--- src/core/tcc_pkg.sv ---
// constants, carriers and state types of the thermocouple conversion core
// assumes a single clock domain and a byte-wide register port from the serial framer
package tcc_pkg;

  // register offsets
  localparam logic [7:0] A_CFG0 = 8'h00;
  localparam logic [7:0] A_CFG1 = 8'h01;
  localparam logic [7:0] A_CJ_HI_LIM = 8'h03;
  localparam logic [7:0] A_CJ_LO_LIM = 8'h04;
  localparam logic [7:0] A_TC_HI_MSB = 8'h05;
  localparam logic [7:0] A_TC_HI_LSB = 8'h06;
  localparam logic [7:0] A_TC_LO_MSB = 8'h07;
  localparam logic [7:0] A_TC_LO_LSB = 8'h08;
  localparam logic [7:0] A_CJ_OFFSET = 8'h09;
  localparam logic [7:0] A_CJ_TEMP_HI = 8'h0a;
  localparam logic [7:0] A_CJ_TEMP_LO = 8'h0b;
  localparam logic [7:0] A_LIN_B2 = 8'h0c;
  localparam logic [7:0] A_LIN_B1 = 8'h0d;
  localparam logic [7:0] A_LIN_B0 = 8'h0e;
  localparam logic [7:0] A_FAULT = 8'h0f;
  localparam logic [7:0] RD_INVALID = 8'hff;

  // field positions
  localparam int CFG0_CONT = 7;
  localparam int CFG0_ONESHOT = 6;
  localparam int CFG0_EXT_CJ = 3;
  localparam int CFG1_RAW = 3;
  localparam int CFG1_GAIN32 = 2;
  localparam int FLT_CJ_HI = 5;
  localparam int FLT_CJ_LO = 4;
  localparam int FLT_TC_HI = 3;
  localparam int FLT_TC_LO = 2;

  // reset values
  localparam logic [7:0] CFG0_RST = 8'h00;
  localparam logic [7:0] CFG1_RST = 8'h03;
  localparam logic [7:0] CJ_HI_LIM_RST = 8'h7f;
  localparam logic [7:0] CJ_LO_LIM_RST = 8'hc0;
  localparam logic [15:0] TC_HI_RST = 16'h7fff;
  localparam logic [15:0] TC_LO_RST = 16'h8000;
  localparam logic [7:0] CJ_OFFSET_RST = 8'h00;

  // cold-junction word limits: +127.984375 and -64 degrees
  localparam logic [15:0] CJ_MAX = 16'h7ffc;
  localparam logic [15:0] CJ_MIN = 16'hc000;
  localparam int OFFSET_SHIFT = 4;
  localparam int CJ_SLOPE_SHIFT = 8;
  localparam int LIN_SHIFT = 12;

  // table: codes per degree below and above 0 C, and inverse sensitivity
  localparam logic [15:0] SLOPE_NEG [8] = '{16'h0010, 16'h0060, 16'h0048, 16'h0034,
                                            16'h002c, 16'h0010, 16'h0010, 16'h0040};
  localparam logic [15:0] SLOPE_POS [8] = '{16'h0014, 16'h0078, 16'h005a, 16'h0040,
                                            16'h0038, 16'h0014, 16'h0012, 16'h0050};
  localparam logic [15:0] INV_SENS [8] = '{16'h6000, 16'h0880, 16'h0b40, 16'h1000,
                                           16'h1240, 16'h6000, 16'h6800, 16'h0c80};

  typedef enum logic [3:0] {
    ST_IDLE = 4'b0001,
    ST_WAIT = 4'b0010,
    ST_CALC = 4'b0100,
    ST_STORE = 4'b1000
  } tcc_state_e;

  typedef struct packed {
    logic [7:0] addr;
    logic [7:0] wdata;
    logic we;
    logic re;
    logic xfer;
  } tcc_bus_s;

  typedef struct packed {
    logic valid;
    logic [18:0] code;
  } tcc_adc_s;

  typedef struct packed {
    logic valid;
    logic [15:0] temp;
  } tcc_cj_s;

  typedef struct packed {
    tcc_state_e st;
    logic [7:0] cfg0;
    logic [7:0] cfg1;
    logic [7:0] cj_hi_lim;
    logic [7:0] cj_lo_lim;
    logic [15:0] tc_hi;
    logic [15:0] tc_lo;
    logic [7:0] cj_off;
    logic [15:0] cj;
    logic [15:0] cj_snap;
    logic [18:0] tc;
    logic [19:0] comp;
    logic [23:0] lin;
    logic [23:0] lin_snap;
    logic [7:0] fault;
    logic [7:0] rdata;
    logic start;
    logic ready_n;
    logic fault_n;
  } tcc_state_s;

endpackage

--- src/core/tcc_core.sv ---
// thermocouple conversion core: conversion control, cold-junction path,
// compensation, linearization, result and fault registers
// assumes the serial framer drives the byte register port on clk and holds
// xfer high for the whole of a multibyte transfer
//
// How it works
// - cfg0 bit 7 selects continuous conversions or normally off
// - in normally off, cfg0 bit 6 requests one single conversion
// - cfg1 bits 2:0 pick one of eight types, compensated and linearized
// - raw type settings select gain 8 or 32 and pass the code unchanged
// - internal sensor on: cold-junction bytes read-only, measured plus offset
// - reading cold-junction bytes with internal sensor on sets ready high
// - both cold-junction bytes in one transfer come from one update
// - internal sensor off: bytes writable, hold last value, writes used
// - measured cold-junction value plus offset clamps to 127.984375 C maximum and -64 C minimum; external writes are not clamped
// - offset is signed 8 bits, 0.0625 C per step, resets to zero
// - cfg0 bit 3 disables the internal sensor and allows external writes
// - cold-junction word: two's complement, bit 2 is 1/64 C, bits 1:0 zero
// - cold-junction temperature becomes an interpolated code added to the thermocouple code
// - each conversion stores a 19-bit result, linearized unless raw, in three bytes
// - all three result bytes in one transfer come from one update
// - result word is 24-bit two's complement, bit 8 is 0.0625 C
// - temperature thresholds share the result format
// - cold-junction value compared to its limits, fault bits set on excess
// - an unmasked set threshold fault drives the fault output active
// - four threshold bytes limit the result and set fault bits
`timescale 1ns/1ps
module tcc_core
  import tcc_pkg::*;
(
  // clock and reset
  input wire logic clk,
  input wire logic reset_n,
  // register port from the serial framer
  input wire tcc_bus_s bus,
  output logic [7:0] rdata,
  // analog front end
  output logic conv_start,
  output logic gain_32,
  input wire tcc_adc_s adc,
  input wire tcc_cj_s cj_sense,
  // fault masking, one bit per threshold fault, high masks
  input wire logic [3:0] fault_mask,
  // pins
  output logic result_ready_out_n,
  output logic fault_n
);

  tcc_state_s s_q, s_d;

  // clamp a widened cold-junction sum, keep bits 1:0 zero
  function automatic logic [15:0] cj_clamp(input logic signed [16:0] v);
    logic signed [16:0] hi;
    logic signed [16:0] lo;
    hi = {CJ_MAX[15], CJ_MAX};
    lo = {CJ_MIN[15], CJ_MIN};
    if (v > hi) begin
      cj_clamp = CJ_MAX;
    end else if (v < lo) begin
      cj_clamp = CJ_MIN;
    end else begin
      cj_clamp = {v[15:2], 2'b00};
    end
  endfunction

  // cold-junction word to equivalent adc code, piecewise between table points
  function automatic logic [19:0] cj_to_code(input logic [15:0] cj,
                                              input logic [2:0] typ);
    logic signed [16:0] slope;
    logic signed [33:0] prod;
    slope = cj[15] ? $signed({1'b0, SLOPE_NEG[typ]}) : $signed({1'b0, SLOPE_POS[typ]});
    prod = $signed(cj) * slope;
    prod = prod >>> CJ_SLOPE_SHIFT;
    cj_to_code = prod[19:0];
  endfunction

  // compensated code to temperature in 1/128 C steps
  function automatic logic [18:0] linearize(input logic [19:0] comp,
                                             input logic [2:0] typ);
    logic signed [16:0] inv;
    logic signed [37:0] prod;
    inv = $signed({1'b0, INV_SENS[typ]});
    prod = $signed(comp) * inv;
    prod = prod >>> LIN_SHIFT;
    linearize = prod[18:0];
  endfunction

  logic raw_mode;
  logic ext_cj;
  logic [2:0] tc_type;
  logic signed [16:0] cj_sum;
  logic [19:0] cj_code;
  logic [15:0] res_hi16;
  logic cj_over;
  logic cj_under;
  logic tc_over;
  logic tc_under;
  logic [3:0] flt_raw;

  assign raw_mode = s_q.cfg1[CFG1_RAW];
  assign tc_type = s_q.cfg1[2:0];
  assign ext_cj = s_q.cfg0[CFG0_EXT_CJ];
  // offset lsb of 1/16 C sits four places up in the 1/256 C word
  assign cj_sum = $signed({cj_sense.temp[15], cj_sense.temp})
                  + ($signed({{5{s_q.cj_off[7]}}, s_q.cj_off, 4'h0}));
  assign cj_code = cj_to_code(s_q.cj, tc_type);
  assign res_hi16 = s_q.lin[23:8];
  assign cj_over = $signed(s_q.cj[15:8]) > $signed(s_q.cj_hi_lim);
  assign cj_under = $signed(s_q.cj[15:8]) < $signed(s_q.cj_lo_lim);
  assign tc_over = $signed(res_hi16) > $signed(s_q.tc_hi);
  assign tc_under = $signed(res_hi16) < $signed(s_q.tc_lo);
  assign flt_raw = {s_q.fault[FLT_CJ_HI], s_q.fault[FLT_CJ_LO],
                    s_q.fault[FLT_TC_HI], s_q.fault[FLT_TC_LO]};

  always_comb begin
    s_d = s_q;
    s_d.start = 1'b0;

    // register writes
    if (bus.we) begin
      case (bus.addr)
        A_CFG0: s_d.cfg0 = bus.wdata;
        A_CFG1: s_d.cfg1 = bus.wdata;
        A_CJ_HI_LIM: s_d.cj_hi_lim = bus.wdata;
        A_CJ_LO_LIM: s_d.cj_lo_lim = bus.wdata;
        A_TC_HI_MSB: s_d.tc_hi[15:8] = bus.wdata;
        A_TC_HI_LSB: s_d.tc_hi[7:0] = bus.wdata;
        A_TC_LO_MSB: s_d.tc_lo[15:8] = bus.wdata;
        A_TC_LO_LSB: s_d.tc_lo[7:0] = bus.wdata;
        A_CJ_OFFSET: s_d.cj_off = bus.wdata;
        A_CJ_TEMP_HI: begin
          if (ext_cj) begin
            s_d.cj[15:8] = bus.wdata;
          end
        end
        A_CJ_TEMP_LO: begin
          if (ext_cj) begin
            s_d.cj[7:0] = {bus.wdata[7:2], 2'b00};
          end
        end
        default: begin
        end
      endcase
    end

    // internal sensor updates; when disabled the last value simply stays
    if (!ext_cj && cj_sense.valid) begin
      s_d.cj = cj_clamp(cj_sum);
    end

    // register reads, answer one cycle later from a flop
    if (bus.re) begin
      case (bus.addr)
        A_CFG0: s_d.rdata = s_q.cfg0;
        A_CFG1: s_d.rdata = s_q.cfg1;
        A_CJ_HI_LIM: s_d.rdata = s_q.cj_hi_lim;
        A_CJ_LO_LIM: s_d.rdata = s_q.cj_lo_lim;
        A_TC_HI_MSB: s_d.rdata = s_q.tc_hi[15:8];
        A_TC_HI_LSB: s_d.rdata = s_q.tc_hi[7:0];
        A_TC_LO_MSB: s_d.rdata = s_q.tc_lo[15:8];
        A_TC_LO_LSB: s_d.rdata = s_q.tc_lo[7:0];
        A_CJ_OFFSET: s_d.rdata = s_q.cj_off;
        A_CJ_TEMP_HI: s_d.rdata = s_q.cj_snap[15:8];
        A_CJ_TEMP_LO: s_d.rdata = s_q.cj_snap[7:0];
        A_LIN_B2: s_d.rdata = s_q.lin_snap[23:16];
        A_LIN_B1: s_d.rdata = s_q.lin_snap[15:8];
        A_LIN_B0: s_d.rdata = s_q.lin_snap[7:0];
        A_FAULT: s_d.rdata = s_q.fault;
        default: s_d.rdata = RD_INVALID;
      endcase
      if (!ext_cj && (bus.addr == A_CJ_TEMP_HI || bus.addr == A_CJ_TEMP_LO)) begin
        s_d.ready_n = 1'b1;
      end
    end

    // conversion sequencing
    case (s_q.st)
      ST_IDLE: begin
        if (s_q.cfg0[CFG0_CONT] || s_q.cfg0[CFG0_ONESHOT]) begin
          s_d.start = 1'b1;
          s_d.st = ST_WAIT;
        end
      end
      ST_WAIT: begin
        if (adc.valid) begin
          s_d.tc = adc.code;
          s_d.st = ST_CALC;
        end
      end
      ST_CALC: begin
        s_d.comp = $signed({s_q.tc[18], s_q.tc}) + $signed(cj_code);
        s_d.st = ST_STORE;
      end
      ST_STORE: begin
        if (raw_mode) begin
          s_d.lin = {s_q.tc, 5'h00};
        end else begin
          s_d.lin = {linearize(s_q.comp, tc_type), 5'h00};
        end
        s_d.ready_n = 1'b0;
        // a host write of bit 6 in this same cycle still stands after the clear
        if (!(bus.we && bus.addr == A_CFG0)) begin
          s_d.cfg0[CFG0_ONESHOT] = 1'b0;
        end
        s_d.st = ST_IDLE;
      end
      default: s_d.st = ST_IDLE;
    endcase

    // snapshots only move between transfers so a burst reads one update; they take the
    // value stored this edge, so a transfer opened as ready falls already sees the result
    if (!bus.xfer) begin
      s_d.cj_snap = s_d.cj;
      s_d.lin_snap = s_d.lin;
    end

    // threshold faults track the latest compared values
    s_d.fault[FLT_CJ_HI] = cj_over;
    s_d.fault[FLT_CJ_LO] = cj_under;
    s_d.fault[FLT_TC_HI] = tc_over;
    s_d.fault[FLT_TC_LO] = tc_under;
    s_d.fault_n = ~|(flt_raw & ~fault_mask);
  end

  always_ff @(posedge clk or negedge reset_n) begin
    if (!reset_n) begin
      s_q.st <= ST_IDLE;
      s_q.cfg0 <= CFG0_RST;
      s_q.cfg1 <= CFG1_RST;
      s_q.cj_hi_lim <= CJ_HI_LIM_RST;
      s_q.cj_lo_lim <= CJ_LO_LIM_RST;
      s_q.tc_hi <= TC_HI_RST;
      s_q.tc_lo <= TC_LO_RST;
      s_q.cj_off <= CJ_OFFSET_RST;
      s_q.cj <= 16'h0000;
      s_q.cj_snap <= 16'h0000;
      s_q.tc <= 19'h00000;
      s_q.comp <= 20'h00000;
      s_q.lin <= 24'h000000;
      s_q.lin_snap <= 24'h000000;
      s_q.fault <= 8'h00;
      s_q.rdata <= 8'h00;
      s_q.start <= 1'b0;
      s_q.ready_n <= 1'b1;
      s_q.fault_n <= 1'b1;
    end else begin
      s_q <= s_d;
    end
  end

  assign rdata = s_q.rdata;
  assign conv_start = s_q.start;
  assign gain_32 = s_q.cfg1[CFG1_GAIN32];
  assign result_ready_out_n = s_q.ready_n;
  assign fault_n = s_q.fault_n;

endmodule

--- config.mk ---
export PLATFORM = sky130hd
export DESIGN_NAME = tcc_core
export DESIGN_NICKNAME = d
export VERILOG_FILES = /design/src/core/tcc_pkg.sv /design/src/core/tcc_core.sv
export SDC_FILE = /design/constraint.sdc
export NUM_CORES = 1
export LEC_CHECK = 0
export ABC_AREA = 1
export BUFFER_PORTS_ARGS = -buffer_cell sky130_fd_sc_hd__clkbuf_2
export CELL_PAD_IN_SITES_DETAIL_PLACEMENT = 0
export CELL_PAD_IN_SITES_GLOBAL_PLACEMENT = 1
export CORE_MARGIN = 10
export CORE_UTILIZATION = 49
export DETAILED_ROUTE_END_ITERATION = 10
export PLACE_DENSITY = 0.82
export SLEW_MARGIN = 30
export SYNTH_ARGS = -nofsm -noshare
export SYNTH_HDL_FRONTEND = slang
export SYNTH_SLANG_ARGS = --single-unit
--- constraint.sdc ---
create_clock -name clk -period 9.1 [get_ports clk]
set_clock_uncertainty 0.1 [all_clocks]
set_input_delay 0.455 -clock clk [delete_from_list [all_inputs] [get_ports clk]]
set_output_delay 0.455 -clock clk [all_outputs]
set_load 0.01 [all_outputs]
==> metrics.txt <==
via count of the first global-routing pass=between 15k and 20k; antenna violations before repair=2; row count=78; Area growth, synth to finish=8.250%; required time of the worst setup path=about 9.5 ns; DRC violation total after the first TritonRoute iteration=between 1k and 1.5k; die outline width=233.9 um; Top FF cell, synth=dfrtp_1; Die Ht=approximately 230 um; area of the die=54700 um^2; Yosys warning count=0; Max Cap Violations=0; relative slew slack=37.88%; endpoints failing hold=0; cells taking the most area after synthesis=dfrtp_1 20%, ha_1 17%, fa_1 16%, nand2_1 10%, inv_1 9.4%; weighted congestion at the end of routability-driven global placement=0.9675; number of instances in the synthesized netlist=around 2.9k; Crit Path Max Fanout=21; Worst-Margin Slew=just over 0.9 ns; deepest level of the CTS H-tree=1; clock root buffer=clkbuf_16; register bit total from synthesis=between 200 and 250; final net count=around 3.5k; TritonCTS clock tree=done; final worst path period need=8.134 ns; Post-Synthesis Mean Instance Area=7.788 um^2; RSZ-0062 raised after global routing=false; CP most frequent cell=inv_1; status=complete, no violations; fin cells=3547; Startpoint Class=register; share of synthesized area occupied by flip-flops and latches=between 20% and 30%; synthesized cell area=~22000 um^2; filler instances=approximately 4.4k; share of the cycle needed by the critical path after routing=about nine tenths; number of sinks handled by clock tree synthesis=between 200 and 250; I/O pin count=74; Post-CTS Setup Bufs=0; post-DR vias/cell=5.390; number of CTS-inserted buffers=25; starting density of the core=49.50%; sum of negative setup slack=0 ns; largest vdd supply drop=between 150 and 200 uV; overall routing resource usage=about 25%; highest cell delay on the worst timing path=about 0.56 ns; DP HPWL=57340 um; Cell variety after synth=58; library cell with the largest summed area after synthesis=dfrtp_1; cell type of the slowest stage on the worst timing path=dfstp_2; fmax=~120 MHz; post-cts resize count=0; number of buffers added on ports=73; remaining antenna violation count=0; fraction of post-synthesis cell area in the top cell type by area=around 20%; largest net degree at the start of global routing=between 70 and 80; count of pins over their slew limit=0; final routed wirelength across all metal layers=68830 um; total chip power=~5.2 mW; clock-pin slew on the worst setup and hold paths=~0.070 ns; post-route core utilization=53.58%; DR vias=between 15k and 20k; layout cells sized above 1=between 6 and 7%; reg2reg setup slack=roughly 0.97 ns; cell area power density=around 210 nW/um^2; worst hold path type=input port to register; detailed-route wire length per cell=about 19 um; final routed DRC violation total=0; data arrival time of the worst path=between 8 and 9 ns; Placeable Area=~45000 um^2; synthesized netlist net count=roughly 3.4k; number of buffers on the longest clock path=3; category of the worst setup path capture point=register; hold buffer count at CTS=3; insertion delay to the later sink of the worst-skew pair=between 0.5 and 0.6 ns; worst hold slack after final layout=0.02721 ns; cell total after placement=3498; TritonRoute pass-1 iters=6; leakage power=around 13 nW; post-synthesis async set-or-reset flop share=100.0%; path type of the worst setup path=register to register; leading cell types by count after synthesis=620 x nand2_1, 563 x inv_1, 298 x ha_1; number of flops mapped to enable cells by yosys=0; total overflow reported by the global router=0; most frequent cell after synthesis=nand2_1; first-pass GRT wire length=between 100000 and 150000 um; setup-violating endpoint count in the final report=0
==> stage by stage <==
step                setup slack, ns  area, um^2
finish                       0.9659       24260
global placement              1.149       23360
floorplan                     2.026       22420
CTS                           1.032       24260
detailed placement            1.030       23370
global route                 0.3970       24260
==> flip-flops by register name, indices dropped and copies added, names as in the netlist <==
| signal | flops |
|---|---|
| res_hi16 | 16 |
| gain_32 | 1 |
| result_ready_out_n | 1 |
| fault_n | 1 |
| flt_raw | 4 |
| ext_cj | 1 |
| rdata | 8 |
| conv_start | 1 |
| s_q | 176 |
| raw_mode | 1 |
==> cell type report <==
cell class	instances	area [um^2]	area share, %
diodes	1	2.502	0.01031
clock buffers	34	709.4	2.924
clock inverters	11	152.6	0.6291
inverters	567	2128	8.771
multi-input cells	2034	14710	60.64
flip-flops and latches	210	5293	21.81
well taps	600	750.7	3.094
repair buffers	90	514.2	2.119
==> where the power goes <==
| part | leakage (nW) | internal (mW) | switching [mW] | total [mW] |
|---|---|---|---|---|
| clock | 0.429 | 0.634 | 0.427 | 1.06 |
| combinational | 9.82 | 1.04 | 1.90 | 2.94 |
| sequential | 2.66 | 1.05 | 0.147 | 1.19 |
==> routing by layer <==
layer / vias up / share of wire (%) / track usage, %
li1: 9219 / - / -
met1: 9260 / 43 / 33.09
met2: 518 / 48 / 43.00
met3: 118 / 5.1 / 3.481
met4: 2 / 3.6 / 7.781
met5: - / 0.019 / 0
==> worst paths after layout <==
check,from,end,depth (start not counted)
max,s_q[194],s_q[80],35
min,adc[18],s_q[105],3
max reg2reg,s_q[194],s_q[80],35
min reg2reg,result_ready_out_n,result_ready_out_n,2
max in group asynchronous,reset_n,s_q[93],3
min in group asynchronous,reset_n,s_q[144],2
==> worst max-delay path: cells and delay by family (launching register included) <==
kind | cells | cell delay, ns
xor gates and xnor gates | 2 | 0.42
DFF | 1 | 0.56
buffers and inverters | 9 | 0.96
and+or+nand+nor | 5 | 0.58
adders and majority gates | 9 | 3.50
AOI/OAI and AO/OA | 10 | 1.93
==> cell usage in the layout (no fill, tap or decap), drive strengths merged, types with 90 or more instances in the layout <==
cell type and instances:
nand2 624, fa 183, o21ai 198, nor2 270
nand3 90, clkbuf 106, a21oi 132, dfrtp 180
inv 568, ha 298
==> cells by family after synthesis <==
kind of cell	Yosys count	synth area share [%]
multiplexers	6	0.3014
AO/OA/AOI/OAI	449	11.48
AND/OR/NAND/NOR	1049	18.89
buffers and inverters	634	10.83
XOR/XNOR	49	1.915
adder cells (fa/ha/maj)	481	32.98
flip-flops	210	23.61
Note: power is estimated with default switching activity, not from simulation.
